$ cat config.mk
export PLATFORM = sky130hd
export DESIGN_NAME = can_tx_retry_and_rx_store
export DESIGN_NICKNAME = d
export VERILOG_FILES = /design/src/can_store_pkg.sv /design/src/can_tx_retry_and_rx_store.sv /design/src/ram_watchdog.sv /design/src/tx_retry_tracker.sv
export VERILOG_INCLUDE_DIRS = /design/src
export SDC_FILE = /design/constraint.sdc
export NUM_CORES = 1
export LEC_CHECK = 0
export BUFFER_PORTS_ARGS = -buffer_cell sky130_fd_sc_hd__clkbuf_2
export CORE_MARGIN = 4
export CORE_UTILIZATION = 60
export DETAILED_ROUTE_END_ITERATION = 12
export GPL_TIMING_DRIVEN = 0
export PLACE_DENSITY = 0.81
export SYNTH_ARGS = -nofsm -noshare
export SYNTH_HDL_FRONTEND = slang
export SYNTH_SLANG_ARGS = --single-unit
$ cat constraint.sdc
create_clock -name aclk -period 3.22 [get_ports aclk]
set_input_delay 0.161 -clock aclk [delete_from_list [all_inputs] [get_ports aclk]]
set_output_delay 0.161 -clock aclk [all_outputs]
set_load 0.03 [all_outputs]
$ cat src/can_store_consts.svh
`ifndef CAN_STORE_CONSTS_SVH
`define CAN_STORE_CONSTS_SVH
// register byte offsets
`define OFS_CORE_CONFIG 12'h000
`define OFS_TX_PENDING 12'h004
`define OFS_TX_CANCEL 12'h008
`define OFS_IRQ_FLAG 12'h00C
`define OFS_IRQ_MASK 12'h010
`define OFS_RAM_WDOG 12'h014
`define OFS_TX_ADD 12'h018
`define OFS_IDENT 12'h01C
// field positions
`define BIT_NO_AUTO_RETX 0
`define BIT_RAM_FAIL 0
`define BIT_RAM_WDOG 1
`define BIT_TX_DONE 2
`define BIT_TX_LOST 3
// reset values
`define RST_CORE_CONFIG 32'h0000_0000
`define RST_RAM_WDOG 16'h00FF
// arbitrary identification value
`define IDENT_VALUE 32'h1234_5678
// identifier bit count in which the mis-attribution can occur
`define EARLY_ID_BITS 2
`endif

$ cat src/can_store_pkg.sv
package can_store_pkg;
  typedef struct packed {
    logic valid;
    logic [4:0] buf_idx;
    logic success;
    logic lost_arb;
    logic [4:0] lost_bit;
    logic bus_error;
  } tx_result_type;
  typedef struct packed {
    logic valid;
    logic [31:0] data;
    logic last;
  } rx_word_type;
  typedef enum logic [1:0] {
    ST_IDLE,
    ST_WAIT,
    ST_WRITE,
    ST_DROP
  } store_state_type;
endpackage

$ cat src/can_tx_retry_and_rx_store.sv
// Our own choices: the placing of the registers and the AXI4-Lite slave port.
`include "can_store_consts.svh"
module can_tx_retry_and_rx_store #(
  parameter int NBUF = 32,
  parameter int WD_WIDTH = 16
) (
  // clock and reset
  input wire logic aclk,
  input wire logic aresetn,
  // axi4-lite write address
  input wire logic [11:0] s_axi_awaddr,
  input wire logic s_axi_awvalid,
  output logic s_axi_awready,
  // axi4-lite write data
  input wire logic [31:0] s_axi_wdata,
  input wire logic [3:0] s_axi_wstrb,
  input wire logic s_axi_wvalid,
  output logic s_axi_wready,
  // axi4-lite write response
  output logic [1:0] s_axi_bresp,
  output logic s_axi_bvalid,
  input wire logic s_axi_bready,
  // axi4-lite read address
  input wire logic [11:0] s_axi_araddr,
  input wire logic s_axi_arvalid,
  output logic s_axi_arready,
  // axi4-lite read data
  output logic [31:0] s_axi_rdata,
  output logic [1:0] s_axi_rresp,
  output logic s_axi_rvalid,
  input wire logic s_axi_rready,
  // transmit attempt outcome from the protocol engine
  input wire can_store_pkg::tx_result_type tx_result,
  // received words from the protocol engine
  input wire can_store_pkg::rx_word_type rx_word,
  // message ram arbiter
  output logic ram_req,
  input wire logic ram_grant,
  output logic ram_we,
  output logic [31:0] ram_wdata,
  output logic ram_frame_end,
  // interrupt
  output logic irq
);
  logic aw_have_q, aw_have_d, w_have_q, w_have_d, bvalid_q, bvalid_d;
  logic rvalid_q, rvalid_d;
  logic [11:0] awaddr_q, awaddr_d;
  logic [31:0] wdata_q, wdata_d, rdata_q, rdata_d;
  logic [3:0] wstrb_q, wstrb_d;
  logic [1:0] bresp_q, bresp_d, rresp_q, rresp_d;
  logic [31:0] cfg_q, cfg_d, mask_q, mask_d;
  logic [WD_WIDTH-1:0] wdog_q, wdog_d;
  logic [3:0] flag_q, flag_d;
  logic [NBUF-1:0] add_req;
  logic [NBUF-1:0] pend_bits, cancel_bits;
  logic done_ev, lost_ev, wd_fire, fail_ev, do_write, do_read;
  logic [31:0] wmask;
  can_store_pkg::store_state_type st_q, st_d;
  logic req_q, req_d, we_q, we_d, end_q, end_d, start_wd;
  logic [31:0] wd_q, wd_d;
  tx_retry_tracker #(.NBUF(NBUF)) u_tx (
    .aclk(aclk),
    .aresetn(aresetn),
    .no_auto_retransmit_mode(cfg_q[`BIT_NO_AUTO_RETX]),
    .add_request(add_req),
    .result(tx_result),
    .tx_request_pending_reg(pend_bits),
    .tx_cancel_finished_reg(cancel_bits),
    .done_event(done_ev),
    .lost_event(lost_ev)
  );
  ram_watchdog #(.WIDTH(WD_WIDTH)) u_wd (
    .aclk(aclk),
    .aresetn(aresetn),
    .load_value(wdog_q),
    .start(start_wd),
    .waiting(req_q && !ram_grant),
    .fire(wd_fire)
  );
  // receive storage: a frame is written word by word while granted
  always_comb
  begin
    st_d = st_q;
    req_d = req_q;
    we_d = 1'b0;
    end_d = 1'b0;
    wd_d = wd_q;
    start_wd = 1'b0;
    fail_ev = 1'b0;
    case (st_q)
      can_store_pkg::ST_IDLE:
      begin
        if (rx_word.valid)
        begin
          req_d = 1'b1;
          start_wd = 1'b1;
          wd_d = rx_word.data;
          st_d = can_store_pkg::ST_WAIT;
        end
      end
      can_store_pkg::ST_WAIT:
      begin
        if (ram_grant)
        begin
          we_d = 1'b1;
          end_d = 1'b0;
          st_d = can_store_pkg::ST_WRITE;
        end
        else if (rx_word.valid)
        begin
          // arbiter too slow: frame lost, remainder dropped
          fail_ev = 1'b1;
          req_d = 1'b0;
          st_d = can_store_pkg::ST_DROP;
        end
      end
      can_store_pkg::ST_WRITE:
      begin
        if (rx_word.valid)
        begin
          we_d = 1'b1;
          wd_d = rx_word.data;
          end_d = rx_word.last;
          if (rx_word.last)
          begin
            req_d = 1'b0;
            st_d = can_store_pkg::ST_IDLE;
          end
        end
      end
      default:
      begin
        // dropping ends only on a last word; if the lost frame's last word came in ST_WAIT, the whole following frame is dropped
        if (rx_word.valid && rx_word.last)
        begin
          st_d = can_store_pkg::ST_IDLE;
        end
      end
    endcase
  end
  always_ff @(posedge aclk)
  begin
    if (!aresetn)
    begin
      st_q <= can_store_pkg::ST_IDLE;
      req_q <= 1'b0;
      we_q <= 1'b0;
      end_q <= 1'b0;
      wd_q <= 32'h0000_0000;
    end
    else
    begin
      st_q <= st_d;
      req_q <= req_d;
      we_q <= we_d;
      end_q <= end_d;
      wd_q <= wd_d;
    end
  end
  assign ram_req = req_q;
  assign ram_we = we_q;
  assign ram_wdata = wd_q;
  assign ram_frame_end = end_q;
  assign irq = |(flag_q & mask_q[3:0]);
  // register bus
  assign s_axi_awready = !aw_have_q && !bvalid_q;
  assign s_axi_wready = !w_have_q && !bvalid_q;
  assign s_axi_arready = !rvalid_q;
  assign s_axi_bvalid = bvalid_q;
  assign s_axi_bresp = bresp_q;
  assign s_axi_rvalid = rvalid_q;
  assign s_axi_rdata = rdata_q;
  assign s_axi_rresp = rresp_q;
  always_comb
  begin
    aw_have_d = aw_have_q;
    w_have_d = w_have_q;
    awaddr_d = awaddr_q;
    wdata_d = wdata_q;
    wstrb_d = wstrb_q;
    bvalid_d = bvalid_q;
    bresp_d = bresp_q;
    rvalid_d = rvalid_q;
    rdata_d = rdata_q;
    rresp_d = rresp_q;
    cfg_d = cfg_q;
    mask_d = mask_q;
    wdog_d = wdog_q;
    flag_d = flag_q;
    add_req = '0;
    if (s_axi_awvalid && s_axi_awready)
    begin
      aw_have_d = 1'b1;
      awaddr_d = s_axi_awaddr;
    end
    if (s_axi_wvalid && s_axi_wready)
    begin
      w_have_d = 1'b1;
      wdata_d = s_axi_wdata;
      wstrb_d = s_axi_wstrb;
    end
    for (int i = 0; i < 4; i++)
    begin
      wmask[8*i +: 8] = {8{wstrb_q[i]}};
    end
    do_write = aw_have_q && w_have_q;
    do_read = s_axi_arvalid && s_axi_arready;
    if (do_write)
    begin
      aw_have_d = 1'b0;
      w_have_d = 1'b0;
      bvalid_d = 1'b1;
      bresp_d = 2'h0;
      if (awaddr_q[11:2] == `OFS_CORE_CONFIG >> 2)
      begin
        cfg_d = (cfg_q & ~wmask) | (wdata_q & wmask & 32'h0000_0001);
      end
      else if (awaddr_q[11:2] == `OFS_IRQ_MASK >> 2)
      begin
        mask_d = (mask_q & ~wmask) | (wdata_q & wmask & 32'h0000_000F);
      end
      else if (awaddr_q[11:2] == `OFS_RAM_WDOG >> 2)
      begin
        wdog_d = WD_WIDTH'((32'(wdog_q) & ~wmask) | (wdata_q & wmask));
      end
      else if (awaddr_q[11:2] == `OFS_TX_ADD >> 2)
      begin
        add_req = NBUF'(wdata_q & wmask);
      end
      else if (awaddr_q[11:2] != `OFS_TX_PENDING >> 2 &&
               awaddr_q[11:2] != `OFS_TX_CANCEL >> 2 &&
               awaddr_q[11:2] != `OFS_IRQ_FLAG >> 2 &&
               awaddr_q[11:2] != `OFS_IDENT >> 2)
      begin
        bresp_d = 2'h2;
      end
    end
    if (bvalid_q && s_axi_bready)
    begin
      bvalid_d = 1'b0;
    end
    if (rvalid_q && s_axi_rready)
    begin
      rvalid_d = 1'b0;
    end
    if (do_read)
    begin
      rvalid_d = 1'b1;
      rresp_d = 2'h0;
      rdata_d = 32'h0000_0000;
      if (s_axi_araddr[11:2] == `OFS_CORE_CONFIG >> 2)
      begin
        rdata_d = cfg_q;
      end
      else if (s_axi_araddr[11:2] == `OFS_TX_PENDING >> 2)
      begin
        rdata_d = 32'(pend_bits);
      end
      else if (s_axi_araddr[11:2] == `OFS_TX_CANCEL >> 2)
      begin
        rdata_d = 32'(cancel_bits);
      end
      else if (s_axi_araddr[11:2] == `OFS_IRQ_FLAG >> 2)
      begin
        rdata_d = {28'h000_0000, flag_q};
        flag_d = 4'h0;
      end
      else if (s_axi_araddr[11:2] == `OFS_IRQ_MASK >> 2)
      begin
        rdata_d = mask_q;
      end
      else if (s_axi_araddr[11:2] == `OFS_RAM_WDOG >> 2)
      begin
        rdata_d = 32'(wdog_q);
      end
      else if (s_axi_araddr[11:2] == `OFS_IDENT >> 2)
      begin
        rdata_d = `IDENT_VALUE;
      end
      else if (s_axi_araddr[11:2] != `OFS_TX_ADD >> 2)
      begin
        rresp_d = 2'h2;
      end
    end
    // new events win over the read-clear
    if (fail_ev)
    begin
      flag_d[`BIT_RAM_FAIL] = 1'b1;
    end
    if (wd_fire)
    begin
      flag_d[`BIT_RAM_WDOG] = 1'b1;
    end
    if (done_ev)
    begin
      flag_d[`BIT_TX_DONE] = 1'b1;
    end
    if (lost_ev)
    begin
      flag_d[`BIT_TX_LOST] = 1'b1;
    end
  end
  always_ff @(posedge aclk)
  begin
    if (!aresetn)
    begin
      aw_have_q <= 1'b0;
      w_have_q <= 1'b0;
      awaddr_q <= 12'h000;
      wdata_q <= 32'h0000_0000;
      wstrb_q <= 4'h0;
      bvalid_q <= 1'b0;
      bresp_q <= 2'h0;
      rvalid_q <= 1'b0;
      rdata_q <= 32'h0000_0000;
      rresp_q <= 2'h0;
      cfg_q <= `RST_CORE_CONFIG;
      mask_q <= 32'h0000_0000;
      wdog_q <= WD_WIDTH'(`RST_RAM_WDOG);
      flag_q <= 4'h0;
    end
    else
    begin
      aw_have_q <= aw_have_d;
      w_have_q <= w_have_d;
      awaddr_q <= awaddr_d;
      wdata_q <= wdata_d;
      wstrb_q <= wstrb_d;
      bvalid_q <= bvalid_d;
      bresp_q <= bresp_d;
      rvalid_q <= rvalid_d;
      rdata_q <= rdata_d;
      rresp_q <= rresp_d;
      cfg_q <= cfg_d;
      mask_q <= mask_d;
      wdog_q <= wdog_d;
      flag_q <= flag_d;
    end
  end
endmodule // can_tx_retry_and_rx_store

$ cat src/ram_watchdog.sv
module ram_watchdog #(
  parameter int WIDTH = 16
) (
  // clock and reset
  input wire logic aclk,
  input wire logic aresetn,
  // control
  input wire logic [WIDTH-1:0] load_value,
  input wire logic start,
  input wire logic waiting,
  // result
  output logic fire
);
  logic [WIDTH-1:0] count_q, count_d;
  logic run_q, run_d;
  always_comb
  begin
    count_d = count_q;
    run_d = run_q;
    fire = 1'b0;
    if (start)
    begin
      count_d = load_value;
      run_d = (load_value != '0);
    end
    else if (run_q && waiting)
    begin
      if (count_q <= WIDTH'(1))
      begin
        fire = 1'b1;
        run_d = 1'b0;
        count_d = '0;
      end
      else
      begin
        count_d = count_q - WIDTH'(1);
      end
    end
    else if (!waiting)
    begin
      run_d = 1'b0;
    end
  end
  always_ff @(posedge aclk)
  begin
    if (!aresetn)
    begin
      count_q <= '0;
      run_q <= 1'b0;
    end
    else
    begin
      count_q <= count_d;
      run_q <= run_d;
    end
  end
endmodule // ram_watchdog

$ cat src/tx_retry_tracker.sv
module tx_retry_tracker #(
  parameter int NBUF = 32
) (
  // clock and reset
  input wire logic aclk,
  input wire logic aresetn,
  // mode and software requests
  input wire logic no_auto_retransmit_mode,
  input wire logic [NBUF-1:0] add_request,
  // outcome of each transmit attempt
  input wire can_store_pkg::tx_result_type result,
  // flags
  output logic [NBUF-1:0] tx_request_pending_reg,
  output logic [NBUF-1:0] tx_cancel_finished_reg,
  output logic done_event,
  output logic lost_event
);
  logic [NBUF-1:0] pend_q, pend_d, cancel_q, cancel_d;
  logic [4:0] prev_q, prev_d;
  logic [4:0] target;
  logic early_loss;
  always_comb
  begin
    pend_d = pend_q;
    cancel_d = cancel_q;
    prev_d = prev_q;
    done_event = 1'b0;
    lost_event = 1'b0;
    early_loss = result.lost_arb && (result.lost_bit < 5'(`EARLY_ID_BITS));
    // the defect: an early arbitration loss marks the previous buffer
    target = (early_loss) ? prev_q : result.buf_idx;
    if (result.valid)
    begin
      prev_d = result.buf_idx;
      if (result.success)
      begin
        pend_d[result.buf_idx] = 1'b0;
        done_event = 1'b1;
      end
      else if (no_auto_retransmit_mode)
      begin
        // no retry; the request is dropped and cancel reported
        pend_d[target] = 1'b0;
        cancel_d[target] = 1'b1;
        lost_event = 1'b1;
      end
      // pend bit still set for the real buffer means one more attempt
    end
    for (int i = 0; i < NBUF; i++)
    begin
      if (add_request[i])
      begin
        pend_d[i] = 1'b1;
        cancel_d[i] = 1'b0;
      end
    end
  end
  always_ff @(posedge aclk)
  begin
    if (!aresetn)
    begin
      pend_q <= '0;
      cancel_q <= '0;
      prev_q <= 5'h00;
    end
    else
    begin
      pend_q <= pend_d;
      cancel_q <= cancel_d;
      prev_q <= prev_d;
    end
  end
  assign tx_request_pending_reg = pend_q;
  assign tx_cancel_finished_reg = cancel_q;
endmodule // tx_retry_tracker

# Word-level counts from Yosys, hierarchy flattened
# Index checks and enable logic that the tools add are counted.
# totals
register_bits,295
inputBits,116
output_inout_bits,77
word_cells,443
# classes
add_sub_neg,1
n_lt_le_gt_ge,6
n_eq_ne,36
n_mux,110
bitwise,18
reduce_logical,183
# ops
cell,count
32-bit 2-to-1 mux,13
32-bit bitwise AND,5
3-bit nonzero test,33
32-bit NOT,3
2-bit nonzero test,42
2-bit AND reduction,35
2-bit OR reduction,35
1-bit 2-to-1 mux,62
10-bit by 3-bit == test with 1-bit output (second input constant),6
29-bit 2-to-1 mux,2
16-bit 2-to-1 mux,3
2-bit 2-to-1 mux,19
32-bit by 1-bit OR with 32-bit output,1
32-bit OR,1
32-bit by 4-bit OR with 32-bit output,1
2-bit != test (second input constant),14
5-bit AND reduction,5
10-bit by 2-bit == test with 1-bit output (second input constant),2
10-bit logical NOT,2
4-bit 2-to-1 mux,5
10-bit by 2-bit != test with 1-bit output (second input constant),2
10-bit by 3-bit != test with 1-bit output (second input constant),2
1-bit logical AND,17
16-bit bitwise AND,1
27 further kinds,43

# Depth between registers and ports, before layout
# Gate-level depths: netlist of run 1.
# logic_depth
ltp_word,13
mapped_depth,9
mapped_depth_nobuf,6

# Cells and area by module
# A second synthesis of run 1 with hierarchy kept.
# hier_totals
hier_cells,1637
hier_area_um2,13452.9
# by_module_without_submodules
module,instances,cells_each,area_per_inst_um2,seq_area_each_um2
can_tx_retry_and_rx_store,1,1014,8480.6,4103.9
tx_retry_tracker,1,470,3839.9,1381.3
ram_watchdog,1,153,1132.3,340.3

# Least setup slack after synthesis of run 1
# Ideal clock, no wire load.
# synth_path
path_kind,reg2reg
start,reg bvalid_q (netlist: s_axi_bvalid)
end,reg wdata_q[10]
setup_ns,0.070
t_arrival_ns,1.836
required_ns,3.150
path_slack_ns,1.313
stages_incl_launch_ff,7
n_path_buf,2
period_less_slack_ns,1.907
cell_sequence,dfxtp_1 -> nor2_1 -> and2_1 -> clkbuf_1 -> clkbuf_1 -> nand2_1 -> a21oi_1
# synth_via
elab_chain_cells,3
# synth_lines
element,line,source
"start, declared",can_tx_retry_and_rx_store.sv:45,"logic aw_have_q, aw_have_d, w_have_q, w_have_d, bvalid_q, bvalid_d;"
"start signal, assigned",can_tx_retry_and_rx_store.sv:329,bvalid_q <= bvalid_d;
1-bit logical NOT,can_tx_retry_and_rx_store.sv:167,assign s_axi_wready = !w_have_q && !bvalid_q;
1-bit logical AND,can_tx_retry_and_rx_store.sv:167,
named net s_axi_wready,can_tx_retry_and_rx_store.sv:18,"output logic s_axi_wready,"
1-bit logical AND,can_tx_retry_and_rx_store.sv:196,if (s_axi_wvalid && s_axi_wready)
"end signal, assigned",can_tx_retry_and_rx_store.sv:327,wdata_q <= wdata_d;
"end, declared",can_tx_retry_and_rx_store.sv:48,"logic [31:0] wdata_q, wdata_d, rdata_q, rdata_d;"
# The timed path passes the listed nets, and every way through them passes these cells.
# A chain may end at the register's enable or synchronous reset.

# Final worst setup path of run 1
# layout_path
start,reg awaddr_q[11]
end,reg cfg_q[15]
# layout_via
elab_chain_cells,2
# layout_lines
element,line,source
"start, declared",can_tx_retry_and_rx_store.sv:47,"logic [11:0] awaddr_q, awaddr_d;"
"start signal, assigned",can_tx_retry_and_rx_store.sv:326,awaddr_q <= awaddr_d;
10-bit logical NOT,can_tx_retry_and_rx_store.sv:214,if (awaddr_q[11:2] == `OFS_CORE_CONFIG >> 2)
2-bit AND reduction (no line),-,
"end signal, assigned",can_tx_retry_and_rx_store.sv:317,cfg_q <= `RST_CORE_CONFIG;
"end signal, assigned",can_tx_retry_and_rx_store.sv:334,cfg_q <= cfg_d;
"end, declared",can_tx_retry_and_rx_store.sv:51,"logic [31:0] cfg_q, cfg_d, mask_q, mask_d;"
# No other way between the ends.

==> impl_results.html, run 1 <==
<table>
<tr><th>Metric</th><th>Value</th></tr>
<tr><th colspan="2">Run status</th></tr>
<tr><td>Status</td><td>finished clean</td></tr>
<tr><th colspan="2">Layout</th></tr>
<tr><td>Antenna diode instance count</td><td>0</td></tr>
<tr><td>Area added between synthesis and finish</td><td>24.5%</td></tr>
<tr><td>Proportion of layout cells with a drive suffix above 1</td><td>0.139</td></tr>
<tr><td>Count of non-filler cells in the finished layout</td><td>approximately 2100</td></tr>
<tr><td>Number of nets in the layout</td><td>1941</td></tr>
<tr><td>Filler Cell Count</td><td>1432</td></tr>
<tr><th colspan="2">Placed design</th></tr>
<tr><td>Placed instance count</td><td>slightly below 2000</td></tr>
<tr><td>Gpl congestion</td><td>1.02</td></tr>
<tr><td>Count of input and output buffers</td><td>177</td></tr>
<tr><td>Placed wire-length estimate after detailed placement</td><td>31000 um</td></tr>
<tr><th colspan="2">GRT</th></tr>
<tr><td>Antenna violations before repair</td><td>0</td></tr>
<tr><td>Via count of the first global-routing pass</td><td>12986</td></tr>
<tr><td>Maximum number of pins on one net before global-route repair</td><td>15</td></tr>
<tr><td>Congestion Overflow GR</td><td>0</td></tr>
<tr><td>Global router's overall resource usage</td><td>0.385</td></tr>
<tr><td>First-pass GRT wire length</td><td>73400 um</td></tr>
<tr><th colspan="2">Power and ir drop</th></tr>
<tr><td>Cell Pwr Density</td><td>595 nW/um^2</td></tr>
<tr><td>Cell leakage power</td><td>around 6.2 nW</td></tr>
<tr><td>VDD IR max</td><td>about 550 uV</td></tr>
<tr><th colspan="2">Die</th></tr>
<tr><td>Top-Level Pins</td><td>193</td></tr>
<tr><td>Std-Cell Core Area</td><td>between 20000 and 25000 um^2</td></tr>
<tr><td>Floorplan die height</td><td>154 um</td></tr>
<tr><td>Die X</td><td>around 150 um</td></tr>
<tr><td>Die Area</td><td>23700 um^2</td></tr>
<tr><td>Standard-cell row count</td><td>53</td></tr>
<tr><td>Effective utilization at floorplan</td><td>0.609</td></tr>
<tr><th colspan="2">Worst hold path</th></tr>
<tr><td>HP Start</td><td>tx_result[11]</td></tr>
<tr><td>Path category of the worst min-delay check</td><td>in2reg</td></tr>
<tr><td>Worst Hold Path EP</td><td>u_tx.prev_q[3]</td></tr>
<tr><td>Worst hold path cell count</td><td>3</td></tr>
<tr><th colspan="2">Synth</th></tr>
<tr><td>Sequential area share after synthesis</td><td>0.455</td></tr>
<tr><td>Total of warnings raised by yosys</td><td>0</td></tr>
<tr><td>Post-synthesis instance area</td><td>approximately 13000 um^2</td></tr>
<tr><td>Predominant post-synthesis flop cell</td><td>dfxtp_1</td></tr>
<tr><td>Mapped Cells</td><td>1522</td></tr>
<tr><td>Fraction of registers with async set or reset after synthesis</td><td>0</td></tr>
<tr><td>Avg Inst Size Synth</td><td>roughly 8.4 um^2</td></tr>
<tr><td>Count of distinct cell types in the synthesized netlist</td><td>64</td></tr>
<tr><td>Number of synthesized flops with an enable pin</td><td>0</td></tr>
<tr><td>Register bit count reported by yosys</td><td>approximately 290</td></tr>
<tr><th colspan="2">STA</th></tr>
<tr><td>Max-Slew Margin vs Limit</td><td>0.365</td></tr>
<tr><td>Slew Limit Fails</td><td>0</td></tr>
<tr><td>Final setup violation count</td><td>0</td></tr>
<tr><td>Actual transition at the worst max-transition pin</td><td>roughly 0.94 ns</td></tr>
<tr><td>Timing-limited maximum frequency</td><td>roughly 0.39 GHz</td></tr>
<tr><td>RSZ-0062 raised after global routing</td><td>no</td></tr>
<tr><td>Final worst-path cycle share</td><td>0.802</td></tr>
<tr><td>Crit path time final</td><td>2.58 ns</td></tr>
<tr><td>Worst-case clock skew</td><td>0.0128 ns</td></tr>
<tr><td>Final sum of negative setup slack</td><td>0 ns</td></tr>
<tr><td>Number of hold violations in the final report</td><td>0</td></tr>
<tr><td>Hold_ws</td><td>0.0343 ns</td></tr>
<tr><th colspan="2">Clock network</th></tr>
<tr><td>Count of H-tree levels built during CTS</td><td>1</td></tr>
<tr><td>Clock tree from TritonCTS</td><td>built</td></tr>
<tr><td>TritonCTS buffer count</td><td>30</td></tr>
<tr><td>Total of hold buffers inserted after clock tree synthesis</td><td>87</td></tr>
<tr><td>Post-cts gate resize count</td><td>0</td></tr>
<tr><td>Register clock-pin slew on the reported worst setup and hold paths</td><td>0.06 ns</td></tr>
<tr><td>Clock net sink count</td><td>291</td></tr>
<tr><td>Clk root buf</td><td>clkbuf_16</td></tr>
<tr><td>Setup fix buffers added after clock tree synthesis</td><td>0</td></tr>
<tr><td>Maximum clock insertion buffer count</td><td>3</td></tr>
<tr><td>Clock insertion delay at the later pin of the skew report</td><td>0.56 ns</td></tr>
<tr><th colspan="2">Flow run</th></tr>
<tr><td>Max Cap Violations</td><td>0</td></tr>
<tr><th colspan="2">Routing</th></tr>
<tr><td>Routed WL</td><td>between 40000 and 50000 um</td></tr>
<tr><td>Drt drc</td><td>0</td></tr>
<tr><td>Length of the first detailed-routing pass in iterations</td><td>6</td></tr>
<tr><td>Number of vias per cell after detailed routing</td><td>about 6.4</td></tr>
<tr><td>Via count of the routed design</td><td>~13000</td></tr>
<tr><td>First-iteration detailed-routing DRC count</td><td>1758</td></tr>
<tr><td>Remaining antenna violation count after routing</td><td>0</td></tr>
<tr><td>Routed length per instance</td><td>between 20 and 25 um</td></tr>
<tr><th colspan="2">Worst setup path</th></tr>
<tr><td>Startpoint of the lowest-slack register-to-register path</td><td>awaddr_q[11]</td></tr>
<tr><td>Biggest fanout along the worst timing path</td><td>8</td></tr>
<tr><td>Type of element capturing the critical path</td><td>flop</td></tr>
<tr><td>FF-to-FF End</td><td>cfg_q[15]</td></tr>
<tr><td>Worst setup path class</td><td>reg2reg</td></tr>
<tr><td>Depth of the most critical reg-to-reg path</td><td>4</td></tr>
<tr><td>Setup slack of the most critical reg-to-reg path</td><td>0.64 ns</td></tr>
<tr><td>Required time of the critical path</td><td>3.67 ns</td></tr>
<tr><td>Crit path arrival time</td><td>3.03 ns</td></tr>
<tr><td>Crit path launch type</td><td>flop</td></tr>
</table>
-- critical path, cell delays in order (launching register included) --
cell and delay, ns:
dfxtp_1 0.33, or4_4 0.59, nor4_2 0.82, a21oi_1 0.45, and2_1 0.29
-- metal layers --
metal,up-vias,share of wire,GRT usage
li1,6047,-,-
met1,6263,0.39,0.525
met4,0,0.044,0.138
met3,170,0.13,0.100
met2,971,0.43,0.592
met5,-,0,0
-- kinds of logic (layout without fill, tap and decap cells) --
family | after synthesis | count (layout) | share of synthesized area
xor+xnor | 6 | 6 | 0.00411
fa+ha+maj | 6 | 6 | 0.00587
mux | 45 | 45 | 0.0374
compound gates | 461 | 461 | 0.226
simple gates | 593 | 593 | 0.234
flops | 291 | 291 | 0.455
other cells | 1 | 2 | 0.000293
buf+inv | 119 | 436 | 0.0363
-- per-stage QoR --
step / utilization / area [um^2] / power [W] / worst slack [ns]
after floorplan: - / 12800 / 0.00516 / 1.31
after global placement: 0.667 / 14000 / 0.00565 / 0.713
after detailed placement: 0.667 / 14000 / 0.00569 / 0.648
after CTS: 0.758 / 15900 / 0.00933 / 0.774
after global routing: 0.758 / 15900 / 0.00978 / 0.577
final: 0.758 / 15900 / 0.00948 / 0.638
-- cells in the mapped netlist, types with 4 or more instances --
master | number | area share
dfxtp_1 | 291 | 0.46
nand2_1 | 269 | 0.079
a21oi_1 | 137 | 0.054
clkbuf_1 | 86 | 0.025
and2_1 | 69 | 0.034
nor2_1 | 65 | 0.019
o21ai_0 | 61 | 0.024
a22oi_1 | 43 | 0.025
a31oi_1 | 43 | 0.021
nand2b_1 | 42 | 0.021
mux2i_1 | 41 | 0.032
o21a_1 | 37 | 0.022
nand4_1 | 36 | 0.018
o211ai_1 | 35 | 0.021
o31ai_1 | 29 | 0.017
o22ai_1 | 22 | 0.011
inv_1 | 13 | 0.0038
nand3_1 | 13 | 0.0051
buf_1 | 12 | 0.0035
nor2b_1 | 11 | 0.0054
nor3_1 | 11 | 0.0043
o21ai_1 | 11 | 0.0043
a21o_1 | 10 | 0.0059
and3_1 | 10 | 0.0049
nor4_1 | 10 | 0.0049
a32oi_1 | 9 | 0.0062
nand3b_1 | 8 | 0.0047
a21boi_0 | 7 | 0.0041
and3b_1 | 6 | 0.0041
ha_1 | 6 | 0.0059
or4_1 | 6 | 0.0035
buf_2 | 5 | 0.0020
nand4b_1 | 5 | 0.0034
or3_1 | 5 | 0.0024
a211oi_1 | 4 | 0.0023
and4_1 | 4 | 0.0027
nor3b_1 | 4 | 0.0023
nor4_2 | 4 | 0.0039
-- cell type report --
type / instances / area [um^2] / area share
multi-input combinational: 1113 / 6510 / 0.408
sequential: 291 / 5830 / 0.366
timing repair buffer: 264 / 1760 / 0.110
clock buffer: 43 / 901 / 0.0565
buffer: 106 / 415 / 0.0261
tap: 275 / 344 / 0.0216
clock inverter: 10 / 134 / 0.00840
inverter: 13 / 48.8 / 0.00306
-- how the worst max path moves through the flow --
stage / depth (start not counted) / slack (ns) / to / startpoint
finish: 4 / 0.64 / cfg_q[15] / awaddr_q[11]
global route: 4 / 0.58 / u_wd.count_q[4] / u_wd.count_q[2]
CTS: 4 / 0.77 / cfg_q[26] / awaddr_q[11]
detailed placement: 6 / 0.65 / s_axi_rdata[22] / s_axi_araddr[6]
global placement: 6 / 0.71 / s_axi_rdata[24] / s_axi_araddr[6]
floorplan: 6 / 1.31 / wdata_q[10] / s_axi_bvalid
-- power breakdown --
part	internal (W)	switching (W)
clock network	0.00217	0.00147
registers	0.00380	0.000213
logic	0.000591	0.00124
total	0.00656	0.00292
-- placed cells by master (no fill, tap or decap), types with 9 or more instances in the layout --
master,count
nand2b_1,42
clkbuf_16,31
nor2_1,65
a21oi_1,137
buf_1,12
clkbuf_2,177
o21ai_0,61
dfxtp_1,291
a22oi_1,43
nor3_1,11
nor2b_1,11
nand4_1,36
mux2i_1,41
nand2_1,269
inv_1,13
nor4_1,10
and3_1,10
nand3_1,13
dlygate4sd3_1,87
o22ai_1,22
a31oi_1,43
o211ai_1,35
o21a_1,37
and2_1,69
o21ai_1,11
a32oi_1,9
o31ai_1,29
a21o_1,10
clkbuf_1,90
Note: power is estimated with default switching activity, not from simulation.
==> run 2, diff against run 1 <==
Settings changed: ABC_AREA set to 1, CORE_UTILIZATION 60 to 57, PLACE_DENSITY 0.81 to 0.78.
Clock period 3.22 ns to 2.5 ns, I/O delays scaled along.
==> run 2 against run 1 <==
  * Wire length is 3.2% lower
  * Clock power grew 30%
  * Design area increased by 1.4%
  * Via count grew 3.1%
  * Critical path depth increased by 3
  * Critical path type unchanged
==> impl_results.html, run 2 <==
<table>
<tr><th>Metric</th><th>Value</th></tr>
<tr><th colspan="2">Worst setup path</th></tr>
<tr><td>Setup slack of the most critical reg-to-reg path</td><td>0.28 ns (-0.36 ns)</td></tr>
<tr><td>Required time of the critical path</td><td>2.93 ns (-0.74 ns)</td></tr>
<tr><td>Instance count on the critical path</td><td>7 (+3)</td></tr>
<tr><td>Biggest fanout along the worst timing path</td><td>10 (+2)</td></tr>
<tr><td>Master of the slowest instance on the critical path</td><td>dlygate4sd3_1</td></tr>
<tr><td>Cell family with the largest share of critical-path delay</td><td>buffers and inverters</td></tr>
<tr><td>Crit path arrival time</td><td>2.65 ns (-0.38 ns)</td></tr>
<tr><td>Type of element capturing the critical path</td><td>flop</td></tr>
<tr><td>Delay of the slowest critical-path stage</td><td>0.58 ns (-0.24 ns)</td></tr>
<tr><td>Launch point of the critical path</td><td>s_axi_rvalid</td></tr>
<tr><td>CP endpoint</td><td>s_axi_rresp[1]</td></tr>
<tr><td>Worst setup path class</td><td>reg2reg</td></tr>
<tr><td>Worst path buffer plus inverter count</td><td>4 (+4)</td></tr>
<tr><td>Depth of the most critical reg-to-reg path</td><td>7 (+3)</td></tr>
<tr><td>FF-to-FF End</td><td>s_axi_rresp[1]</td></tr>
<tr><td>Startpoint of the lowest-slack register-to-register path</td><td>s_axi_rvalid</td></tr>
<tr><td>Critical path cell sequence</td><td>inv_1 -&gt; nand2_1 -&gt; clkinv_1 -&gt; clkbuf_1 -&gt; o21ai_0 -&gt; a31oi_1 -&gt; dlygate4sd3_1</td></tr>
<tr><td>Crit path launch type</td><td>flop</td></tr>
<tr><th colspan="2">Power and ir drop</th></tr>
<tr><td>Sw Pwr</td><td>0.00402 W (+37%)</td></tr>
<tr><td>Cell Pwr Density</td><td>783 nW/um^2 (+32%)</td></tr>
<tr><td>Combinational power share</td><td>0.208 (+0.015)</td></tr>
<tr><td>Part of the power in registers</td><td>0.417 (-0.006)</td></tr>
<tr><td>Clock group share of total power</td><td>0.374 (-0.010)</td></tr>
<tr><td>Total design power</td><td>0.0126 W (+33%)</td></tr>
<tr><td>Switching fraction of total power</td><td>0.318 (+0.00949)</td></tr>
<tr><td>Cell leakage power</td><td>7.20 nW (+16%)</td></tr>
<tr><td>Internal power</td><td>0.00863 W (+32%)</td></tr>
<tr><td>VDD IR max</td><td>927 uV (+68%)</td></tr>
<tr><th colspan="2">Routing</th></tr>
<tr><td>Drt drc</td><td>0 (unchanged)</td></tr>
<tr><td>Length of the first detailed-routing pass in iterations</td><td>7 (+1)</td></tr>
<tr><td>Routed WL</td><td>45600 um (-3.2%)</td></tr>
<tr><td>Number of vias per cell after detailed routing</td><td>5.78 (-9.1%)</td></tr>
<tr><td>Routed length per instance</td><td>19.0 um (-15%)</td></tr>
<tr><td>First-iteration detailed-routing DRC count</td><td>1772 (+0.80%)</td></tr>
<tr><td>Via count of the routed design</td><td>13874 (+3.1%)</td></tr>
<tr><td>Remaining antenna violation count after routing</td><td>0 (unchanged)</td></tr>
<tr><th colspan="2">STA</th></tr>
<tr><td>Final setup violation count</td><td>0 (unchanged)</td></tr>
<tr><td>Actual transition at the worst max-transition pin</td><td>0.963 ns (+0.0191 ns)</td></tr>
<tr><td>Hold_ws</td><td>0.0253 ns (-0.00898 ns)</td></tr>
<tr><td>Final worst-path cycle share</td><td>0.888 (+0.0862)</td></tr>
<tr><td>Worst-case clock skew</td><td>0.00901 ns (-0.00376 ns)</td></tr>
<tr><td>Worst Setup Slack, final</td><td>0.280 ns (-0.358 ns)</td></tr>
<tr><td>Slew Limit Fails</td><td>0 (unchanged)</td></tr>
<tr><td>Final sum of negative setup slack</td><td>0 ns (unchanged)</td></tr>
<tr><td>Timing-limited maximum frequency</td><td>0.450 GHz (+16%)</td></tr>
<tr><td>Number of hold violations in the final report</td><td>0 (unchanged)</td></tr>
<tr><td>Max-Slew Margin vs Limit</td><td>0.358 (-0.00690)</td></tr>
<tr><td>RSZ-0062 raised after global routing</td><td>no</td></tr>
<tr><td>Crit path time final</td><td>2.22 ns (-0.362 ns)</td></tr>
<tr><th colspan="2">Die</th></tr>
<tr><td>Die X</td><td>159 um (+3.0%)</td></tr>
<tr><td>Effective utilization at floorplan</td><td>0.586 (-0.0226)</td></tr>
<tr><td>Standard-cell row count</td><td>54 (+1.9%)</td></tr>
<tr><td>Std-Cell Core Area</td><td>22100 um^2 (+5.1%)</td></tr>
<tr><td>Floorplan die height</td><td>159 um (+3.0%)</td></tr>
<tr><td>Die Area</td><td>25200 um^2 (+6.2%)</td></tr>
<tr><td>Top-Level Pins</td><td>193 (unchanged)</td></tr>
<tr><th colspan="2">Synth</th></tr>
<tr><td>Number of synthesized flops with an enable pin</td><td>0 (unchanged)</td></tr>
<tr><td>Leading post-synthesis cells by instance count</td><td>nand2_1 (342), dfxtp_1 (291), nor2_1 (254), inv_1 (167), o21ai_0 (140)</td></tr>
<tr><td>Sequential area share after synthesis</td><td>0.450 (-0.00537)</td></tr>
<tr><td>Area contributors post-synth</td><td>dfxtp_1 (45%), nand2_1 (9.9%), nor2_1 (7.4%), o21ai_0 (5.4%), nand3_1 (5.2%)</td></tr>
<tr><td>Most common cell in the netlist</td><td>nand2_1</td></tr>
<tr><td>Proportion of netlist area held by the largest area contributor</td><td>0.450 (-0.00537)</td></tr>
<tr><td>Post-synthesis instance area</td><td>12900 um^2 (+1.2%)</td></tr>
<tr><td>Register bit count reported by yosys</td><td>291 (unchanged)</td></tr>
<tr><td>Predominant post-synthesis flop cell</td><td>dfxtp_1</td></tr>
<tr><td>Count of distinct cell types in the synthesized netlist</td><td>47 (-27%)</td></tr>
<tr><td>Avg Inst Size Synth</td><td>7.22 um^2 (-14%)</td></tr>
<tr><td>Mapped Cells</td><td>1794 (+18%)</td></tr>
<tr><td>Fraction of registers with async set or reset after synthesis</td><td>0 (unchanged)</td></tr>
<tr><td>Yosys top cell by area</td><td>dfxtp_1</td></tr>
<tr><td>Total of warnings raised by yosys</td><td>0 (unchanged)</td></tr>
<tr><th colspan="2">Placed design</th></tr>
<tr><td>Worst-case setup slack after placement</td><td>0.237 ns (-0.411 ns)</td></tr>
<tr><td>Count of input and output buffers</td><td>179 (+1.1%)</td></tr>
<tr><td>Placed wire-length estimate after detailed placement</td><td>32400 um (+4.5%)</td></tr>
<tr><td>Gpl congestion</td><td>0.968 (-5.1%)</td></tr>
<tr><th colspan="2">GRT</th></tr>
<tr><td>First-pass GRT wire length</td><td>71100 um (-3.1%)</td></tr>
<tr><td>Antenna violations before repair</td><td>2 (+2)</td></tr>
<tr><td>Via count of the first global-routing pass</td><td>13355 (+2.8%)</td></tr>
<tr><td>Congestion Overflow GR</td><td>0 (unchanged)</td></tr>
<tr><td>Global router's overall resource usage</td><td>0.345 (-0.0394)</td></tr>
<tr><td>Maximum number of pins on one net before global-route repair</td><td>15 (unchanged)</td></tr>
<tr><th colspan="2">Flow run</th></tr>
<tr><td>Max Cap Violations</td><td>0 (unchanged)</td></tr>
<tr><th colspan="2">Clock network</th></tr>
<tr><td>Clk root buf</td><td>clkbuf_16</td></tr>
<tr><td>Maximum clock insertion buffer count</td><td>3 (unchanged)</td></tr>
<tr><td>Clock net sink count</td><td>291 (unchanged)</td></tr>
<tr><td>Register clock-pin slew on the reported worst setup and hold paths</td><td>0.06 ns (about the same)</td></tr>
<tr><td>Count of H-tree levels built during CTS</td><td>1 (unchanged)</td></tr>
<tr><td>TritonCTS buffer count</td><td>29 (-3.3%)</td></tr>
<tr><td>Setup fix buffers added after clock tree synthesis</td><td>0 (unchanged)</td></tr>
<tr><td>Clock insertion delay at the later pin of the skew report</td><td>0.55 ns (about the same)</td></tr>
<tr><td>Clock tree from TritonCTS</td><td>built</td></tr>
<tr><th colspan="2">Run status</th></tr>
<tr><td>Status</td><td>finished clean</td></tr>
<tr><th colspan="2">Layout</th></tr>
<tr><td>Area added between synthesis and finish</td><td>24.8%</td></tr>
<tr><td>Number of nets in the layout</td><td>2219 (+14%)</td></tr>
<tr><td>Most frequent cells in the layout</td><td>nand2_1 (342), dfxtp_1 (291), nor2_1 (253)</td></tr>
<tr><td>Post-Route Utilization</td><td>0.731 (-0.0268)</td></tr>
<tr><td>Commonest non-fill, non-tap cell in the layout</td><td>nand2_1</td></tr>
<tr><td>Proportion of layout cells with a drive suffix above 1</td><td>0.142 (+0.00346)</td></tr>
<tr><th colspan="2">Worst hold path</th></tr>
<tr><td>Path category of the worst min-delay check</td><td>in2reg</td></tr>
</table>
run 2: final cells by class:
cell class / instances / area (um^2)
Inverter: 173 / 649
Buffer: 93 / 413
Fill cell: 1708 / 5940
Clock buffer: 39 / 823
Tap cell: 280 / 350
Timing Repair Buffer: 271 / 1820
Clock inverter: 14 / 206
Multi-Input combinational cell: 1238 / 6060
Sequential cell: 291 / 5830
Antenna cell: 2 / 5.00
run 2: cell families after synthesis:
kind of cell | synth area share
xor gates and xnor gates | 0.00541
adders and majority gates | 0.00580
DFF | 0.450
other | 0.000290
and+or+nand+nor | 0.296
buffers and inverters | 0.0821
AOI/OAI and AO/OA | 0.160
run 2: through the flow:
stage,instance area (um^2),cells
after floorplan,12900,1795
after global placement,14200,2254
after detailed placement,14200,2254
after CTS,16100,2399
after global routing,16200,2400
final,16200,2401
run 2: how the worst min path moves through the flow:
stage / endpoint / start / slack (ns) / cells past startpoint
finish: u_tx.prev_q[4] / tx_result[12] / 0.03 / 3
global route: u_tx.prev_q[4] / tx_result[12] / 0.07 / 3
floorplan: s_axi_bvalid / s_axi_bready / 0.22 / 1
detailed placement: s_axi_bvalid / s_axi_bready / 0.32 / 2
CTS: u_tx.prev_q[4] / tx_result[12] / 0.006 / 3
global placement: s_axi_bvalid / s_axi_bready / 0.31 / 2
run 2: power groups by stage:
stage | clock, W | sequential [W] | combinational (W)
after global placement | 0 | 0.00533 | 0.00233
final | 0.00473 | 0.00528 | 0.00264
after detailed placement | 0 | 0.00534 | 0.00238
after CTS | 0.00472 | 0.00525 | 0.00252
after floorplan | 0 | 0.00572 | 0.00125
after global routing | 0.00492 | 0.00531 | 0.00285
run 2: worst register-to-register path: stages, from the launching register on:
cell	delay [ns]
dfxtp_1	0.33
inv_1	0.07
nand2_1	0.25
clkinv_1	0.31
clkbuf_1	0.31
o21ai_0	0.22
a31oi_1	0.05
dlygate4sd3_1	0.58
run 2: layer usage:
| layer | vias to the layer above | wire [um] | GRT usage |
|---|---|---|---|
| li1 | 6496 | - | - |
| met1 | 6421 | 18100 | 0.460 |
| met2 | 803 | 20600 | 0.557 |
| met3 | 154 | 4670 | 0.0513 |
| met4 | 0 | 2230 | 0.162 |
| met5 | - | 0 | 0 |
run 2: repair_timing:
action,in CTS,in global routing
setup endpoints to repair,0,2
resized for setup,0,1
hold buffers,92,0
endpoints found under the hold margin,88,0
